### config.mk
export PLATFORM = sky130hd
export DESIGN_NAME = lcdio_ports
export DESIGN_NICKNAME = d
export VERILOG_FILES = /design/src/design/lcdio_pkg.sv /design/src/design/lcdio_ports.sv
export SDC_FILE = /design/constraint.sdc
export NUM_CORES = 1
export LEC_CHECK = 0
export BUFFER_PORTS_ARGS = -buffer_cell sky130_fd_sc_hd__buf_2
export CORE_AREA = 3 3 93 95
export DETAILED_ROUTE_END_ITERATION = 7
export DIE_AREA = 0 0 96 98
export PLACE_DENSITY = 0.9
export SYNTH_ARGS = -nofsm -noshare
export SYNTH_HDL_FRONTEND = slang
export SYNTH_SLANG_ARGS = --single-unit
### constraint.sdc
create_clock -name i_mclk -period 1.4 [get_ports i_mclk]
set_input_delay 0.21 -clock i_mclk [delete_from_list [all_inputs] [get_ports i_mclk]]
set_output_delay 0.21 -clock i_mclk [all_outputs]
set_load 0.05 [all_outputs]
### src/design/lcdio_pkg.sv
// lcdio_pkg: register map, reset values and carrier types for the lcd-shared io ports
// assumes a cpu register port addressed by a 9-bit banked data-memory address
package lcdio_pkg;
  localparam int ADDR_W = 9;
  localparam logic [8:0] OFF_C_DATA = 9'h0_07;
  localparam logic [8:0] OFF_D_DATA = 9'h0_08;
  localparam logic [8:0] OFF_E_DATA = 9'h0_09;
  localparam logic [8:0] OFF_C_DIR = 9'h0_87;
  localparam logic [8:0] OFF_D_DIR = 9'h0_88;
  localparam logic [8:0] OFF_E_DIR = 9'h0_89;
  localparam logic [8:0] OFF_F_DATA = 9'h0_107;
  localparam logic [8:0] OFF_SEG_EN = 9'h0_10d;
  localparam logic [8:0] OFF_F_DIR = 9'h0_187;
  localparam logic [7:0] RST_C_DIR = 8'h3f;
  localparam logic [7:0] RST_DIR = 8'hff;
  localparam logic [7:0] RST_SEG_EN = 8'hff;
  localparam logic [7:0] RST_LATCH = 8'h00;
  localparam logic [7:0] C_IMPL_MASK = 8'h3f;
  localparam logic [7:0] D_BIDIR_MASK = 8'h1f;
  // segment-enable bit positions
  localparam int SE_FIRST = 0;
  localparam int SE_G5 = 1;
  localparam int SE_G9 = 2;
  localparam int SE_G12 = 3;
  localparam int SE_G16 = 4;
  localparam int SE_G20 = 5;
  localparam int SE_G27 = 6;
  localparam int SE_UPPER_COM = 7;

  typedef struct packed {
    logic [7:0] c;
    logic [7:0] d;
    logic [7:0] e;
    logic [7:0] f;
  } lcdio_pins_t;

  typedef struct packed {
    logic wr;
    logic rd;
    logic [8:0] addr;
    logic [7:0] wdata;
  } lcdio_req_t;
endpackage

### src/design/lcdio_ports.sv
// lcdio_ports: port groups c (6-bit bidir), d (5 bidir + 3 in), e and f (input only); d, e and f shared with lcd
// assumes pin inputs are already synchronous to i_mclk; the lcd driver consumes o_lcd_own
// Behaviour
// - group c pins 0..2 carry timer oscillator/clock and capture-compare-pwm functions
// - group c pins 3..5 carry serial clock, serial data in, serial data out
// - group c data and direction bits 7 and 6 always read zero
// - group c latch undefined at power-on, kept otherwise; direction resets to ones
// - group d pins 0..4 are bidirectional io or lcd segments 00..04
// - group d pins 5..7 are inputs, segments 29..31 or commons 3..1
// - group d direction drives enables only for pins 0..4 in digital use
// - power-on reset puts all lcd-shared pins in segment mode, enables all ones
// - a set segment-enable bit overrides direction, lcd keeps the pin
// - group e is input only; pins 0..6 share segments 05..11
// - group e pin 7 shares segment 27, absent on the small package
// - group f is input only; pins 0..7 share segments 12..19
// - direction one floats the driver, zero drives the output latch
// - reading a port returns pins, writing updates the output latch
`timescale 1ns/10ps
module lcdio_ports #(
  parameter bit HAS_E7 = 1'b1
) (
  input wire logic i_mclk,
  input wire logic i_rst_n,
  input wire logic i_por,
  input wire lcdio_pkg::lcdio_req_t i_req,
  output logic [7:0] o_rdata,
  output logic o_rvalid,
  input wire lcdio_pkg::lcdio_pins_t i_pin,
  output lcdio_pkg::lcdio_pins_t o_pin,
  output lcdio_pkg::lcdio_pins_t o_pin_oe_n,
  output lcdio_pkg::lcdio_pins_t o_lcd_own,
  input wire logic [5:0] i_c_periph_en,
  input wire logic [5:0] i_c_periph_out,
  input wire logic [5:0] i_c_periph_oe_n,
  output logic [5:0] o_c_periph_in
);
  logic [7:0] c_latch_q, d_latch_q;
  logic [7:0] c_dir_q, d_dir_q, e_dir_q, f_dir_q;
  logic [7:0] seg_en_q;
  logic [7:0] rdata_d;
  logic rvalid_d;
  logic [7:0] own_d, own_e, own_f;

  function automatic logic wr_hit(input lcdio_pkg::lcdio_req_t r, input logic [8:0] off);
    wr_hit = r.wr && (r.addr == off);
  endfunction

  // group c latch: no async reset so other resets leave it unchanged and power-on leaves it undefined
  always_ff @(posedge i_mclk) begin
    if (wr_hit(i_req, lcdio_pkg::OFF_C_DATA)) begin
      c_latch_q <= i_req.wdata & lcdio_pkg::C_IMPL_MASK;
    end
  end

  always_ff @(posedge i_mclk or negedge i_rst_n) begin
    if (!i_rst_n) begin
      c_dir_q <= lcdio_pkg::RST_C_DIR;
    end else if (wr_hit(i_req, lcdio_pkg::OFF_C_DIR)) begin
      c_dir_q <= i_req.wdata & lcdio_pkg::C_IMPL_MASK;
    end
  end

  always_ff @(posedge i_mclk or negedge i_rst_n) begin
    if (!i_rst_n) begin
      d_latch_q <= lcdio_pkg::RST_LATCH;
    end else if (wr_hit(i_req, lcdio_pkg::OFF_D_DATA)) begin
      d_latch_q <= i_req.wdata;
    end
  end

  always_ff @(posedge i_mclk or negedge i_rst_n) begin
    if (!i_rst_n) begin
      d_dir_q <= lcdio_pkg::RST_DIR;
      e_dir_q <= lcdio_pkg::RST_DIR;
      f_dir_q <= lcdio_pkg::RST_DIR;
    end else begin
      if (wr_hit(i_req, lcdio_pkg::OFF_D_DIR)) begin
        d_dir_q <= i_req.wdata;
      end
      if (wr_hit(i_req, lcdio_pkg::OFF_E_DIR)) begin
        e_dir_q <= i_req.wdata;
      end
      if (wr_hit(i_req, lcdio_pkg::OFF_F_DIR)) begin
        f_dir_q <= i_req.wdata;
      end
    end
  end

  // segment enables also return to ones on a power-on request while running
  always_ff @(posedge i_mclk or negedge i_rst_n) begin
    if (!i_rst_n) begin
      seg_en_q <= lcdio_pkg::RST_SEG_EN;
    end else if (i_por) begin
      seg_en_q <= lcdio_pkg::RST_SEG_EN;
    end else if (wr_hit(i_req, lcdio_pkg::OFF_SEG_EN)) begin
      seg_en_q <= i_req.wdata;
    end
  end

  // ownership map: which enable bit owns which pin by segment number
  always_comb begin
    own_d = {{3{seg_en_q[lcdio_pkg::SE_UPPER_COM]}}, {5{seg_en_q[lcdio_pkg::SE_FIRST]}}};
    own_e = {seg_en_q[lcdio_pkg::SE_G27] | ~HAS_E7, {3{seg_en_q[lcdio_pkg::SE_G9]}},
             {4{seg_en_q[lcdio_pkg::SE_G5]}}};
    own_f = {{4{seg_en_q[lcdio_pkg::SE_G16]}}, {4{seg_en_q[lcdio_pkg::SE_G12]}}};
  end

  // pin drive; enables are active low, peripheral overrides direction on group c
  always_comb begin
    o_lcd_own = '{c: 8'h00, d: own_d, e: own_e, f: own_f};
    o_pin.c = {2'b00, 6'(i_c_periph_en & i_c_periph_out) | 6'(~i_c_periph_en & c_latch_q[5:0])};
    o_pin.d = d_latch_q & lcdio_pkg::D_BIDIR_MASK;
    o_pin.e = 8'h00;
    o_pin.f = 8'h00;
    o_pin_oe_n.c = {2'b11, (i_c_periph_en & i_c_periph_oe_n) | (~i_c_periph_en & c_dir_q[5:0])};
    o_pin_oe_n.d = d_dir_q | ~lcdio_pkg::D_BIDIR_MASK | own_d;
    o_pin_oe_n.e = 8'hff;
    o_pin_oe_n.f = 8'hff;
    o_c_periph_in = i_pin.c[5:0];
  end

  // register reads return live pin levels for the port registers
  always_comb begin
    rdata_d = 8'h00;
    rvalid_d = i_req.rd;
    unique case (i_req.addr)
      lcdio_pkg::OFF_C_DATA: rdata_d = i_pin.c & lcdio_pkg::C_IMPL_MASK;
      lcdio_pkg::OFF_D_DATA: rdata_d = i_pin.d;
      lcdio_pkg::OFF_E_DATA: rdata_d = i_pin.e;
      lcdio_pkg::OFF_F_DATA: rdata_d = i_pin.f;
      lcdio_pkg::OFF_C_DIR: rdata_d = c_dir_q & lcdio_pkg::C_IMPL_MASK;
      lcdio_pkg::OFF_D_DIR: rdata_d = d_dir_q;
      lcdio_pkg::OFF_E_DIR: rdata_d = e_dir_q;
      lcdio_pkg::OFF_F_DIR: rdata_d = f_dir_q;
      lcdio_pkg::OFF_SEG_EN: rdata_d = seg_en_q;
      default: rdata_d = 8'h00;
    endcase
  end

  always_ff @(posedge i_mclk or negedge i_rst_n) begin
    if (!i_rst_n) begin
      o_rdata <= 8'h00;
      o_rvalid <= 1'b0;
    end else begin
      o_rdata <= rvalid_d ? rdata_d : 8'h00;
      o_rvalid <= rvalid_d;
    end
  end
endmodule // lcdio_ports

==> metrics.txt <==
met3 WL ~1100 µm; CTS H-tree lvls 3; synthesized area 3667 µm²; multiplexer share of the synthesized area around a quarter; simple-gate area share of the yosys netlist between 8 and 9%; Seq/Total Area, Yosys a little over two fifths; min-delay worst type primary input to flop; final total power ~4.0 mW; P_int 2.689 mW; Via Count 2961; CTS tree yes; Routed WL between 10000 and 15000 µm; Core Box Area ~8000 µm²; Fin Clk Skew ~0.0063 ns; reg2reg setup slack -0.04 ns; CTS Sinks 58; reg2reg start seg_en_q[0]$_DFFE_PN1P_; CP Data Required Time between 1.5 and 2 ns; initial core utilization around 47%; Leak 2.398 nW; Post-Synthesis Cells between 300 and 400; top sig layer met4; Arr. time, crit path about 1.8 ns; Clk pin slew, worst setup/hold paths ~0.070 ns; Post-synth EDFFs 6; first-pass GRT wire length 15810 µm; Crit. End Element flop; DRC viols 0; switch share between 30 and 40%; TritonCTS buffer count 9; grt total ovfl 0; Synth async-reset ratio 89.66%; worst setup margin -0.09847 ns; Cell variety after synth 39; # setup viols final 33; DP HPWL 7519 µm; r2r endpoint o_rdata[0]$_DFF_PN0_; die height around 98 µm; setup TNS -1.463 ns; drt first pass iters 4; failing checks negative setup slack; CP Class primary input to flop; Reg power frac roughly 44%; IO Count ~180; Rows 32; share of layout cells above drive strength 1 roughly 66%; Vias/cell 5.168; GPL Wtd Cong approximately 0.9; Synth Area in XOR/XNOR 0%; largest net degree at the start of global routing 53; Tot GR Track Use 22.17%; worst hold path stage count 3; CP Capture Point d_dir_q[2]$_DFFE_PN1P_; DRT antenna net count 0; Psw approximately 1.3 mW; Comb pwr share between 20% and 30%; Setup crit start kind primary input; Layout area overhead 36.13%; ant diodes 0; Post-synth top cells buf_4, mux2_2, dfstp_2; clock latency on the worst-skew pair roughly 0.33 ns; status finished, violations left; final core utilization 63.94%; count leader, synth buf_4; Mean Syn Cell Area 11.79 µm²; vias in the first global route between 3000 and 4000; min cycle time layout 1.498 ns; chip width between 90 and 100 µm; fmax ~0.67 GHz; routed length per instance between 15 and 20 µm; CTS max path bufs 2; First DRT Iteration DRCs between 200 and 250; final net count about 540; Crit Path Max Fanout 5; area leader, netlist dfstp_2; metal2 WL approximately 5100 µm; die area about 9400 µm²; RSZ-0062 raised after global routing true; pre-CTS WS -0.4592 ns; compound-gate portion of the synthesized area around 4.8%; Reg2Reg Depth 6; Yosys Warn Count 0; hold_ws about 0.15 ns; filler cell count in the final layout a little under 600; Hold Vio Cnt, Final 0; Critical path origin i_req[13]; synth top area cells dfstp_2, buf_4, mux2_2; max-cap violations 0; area share of the largest cell type after synthesis between 20% and 30%; Cell Pwr Density around 800 nW/µm²; port bufs 130; Root Buffer clkbuf_8; largest family of logic cells by synthesized area multiplexers; Peak VDD IR 0.0004568 V; predominant post-synthesis flop cell dfstp_2; final worst-path cycle share 107.0%; Slew Viols, Final 0; initial antenna violation count 0; met1 wire length between 4000 and 5000 µm; Clk network pwr share between 30% and 40%; Adder-Cell Fraction of Synth Area 0%; #FFs+latches synth 58
## power by group through the flow
stage          clock [mW]  combinational (mW)  sequential, mW
2_1_floorplan           0               0.717            1.81
3_3_place_gp            0               0.878            1.80
3_5_place_dp            0               0.893            1.80
4_1_cts              1.28               0.943            1.77
5_1_grt              1.38                1.02            1.77
6_report             1.26               0.970            1.77
## critical path: stages
cell and delay [ns]:
buf_8 0.10, or4b_4 0.61, or3_4 0.38, buf_6 0.15
mux2_4 0.30
## flip-flops by register name (all words and copies together) (netlist names)
register   cells
d_dir_q        8
e_dir_q        8
f_dir_q        8
o_rdata        8
seg_en_q       8
c_dir_q        6
c_latch_q      6
d_latch_q      5
o_rvalid       1
## metrics by stage
stage	instance area [µm²]	instances
floorplan	3989	359
global placement	4420	544
detailed placement	4420	544
CTS	4858	568
global route	4992	573
finish	4992	573
## cell families (layout without fill, tap and decap cells)
kind of cell / Yosys count / after routing
other cells: 2 / 50
buf+inv: 94 / 206
flops: 58 / 58
compound gates: 27 / 27
simple gates: 52 / 52
mux: 78 / 78
## metal layers
metal / vias to the layer above / track usage (%)
met2: 195 / 34.31
met3: 23 / 5.547
li1: 1296 / -
met4: 0 / 8.315
met5: - / 0
met1: 1447 / 29.80
## cell type report
class,count,area [µm²],area share (%)
timing repair buffer,187,1361,27.27
sequential,58,1529,30.63
clock buffer,12,135.1,2.707
multi-input combinational,207,1809,36.24
inverter,3,11.26,0.2256
clock inverter,4,18.77,0.3759
tap,102,127.6,2.556
## worst min-delay path by stage
| stage | start | endpoint | slack, ns |
|---|---|---|---|
| 4_1_cts | i_req[6] | seg_en_q[6]$_DFFE_PN1P_ | 0.14 |
| 5_1_grt | i_req[6] | seg_en_q[6]$_DFFE_PN1P_ | 0.14 |
| 3_5_place_dp | i_rst_n | o_rdata[4]$_DFF_PN0_ | 0.22 |
| 2_1_floorplan | i_rst_n | d_latch_q[0]$_DFFE_PN0P_ | -0.09 |
| 3_3_place_gp | i_rst_n | o_rdata[4]$_DFF_PN0_ | 0.22 |
| 6_report | i_req[7] | seg_en_q[7]$_DFFE_PN1P_ | 0.15 |
## layout by cell type, fill, tap and decap left out, types with 10 or more instances in the layout
cell type	Yosys	routed
mux2_4	13	33
dfrtp_1	14	14
buf_8	0	15
conb_1	2	50
mux2i_1	20	20
mux2_2	40	20
buf_2	7	89
clkbuf_4	0	10
nand2_1	15	15
buf_4	81	59
dfstp_2	38	38
buf_6	2	10
## what timing repair did
item,in CTS,in global routing
resized for setup,65,37
hold endpoints to repair,15,0
gates cloned,0,0
buffers inserted,6,5
pin swaps,3,9
setup endpoints to repair,54,74
hold buffers,2,0
(Power assumes the default switching activity.)
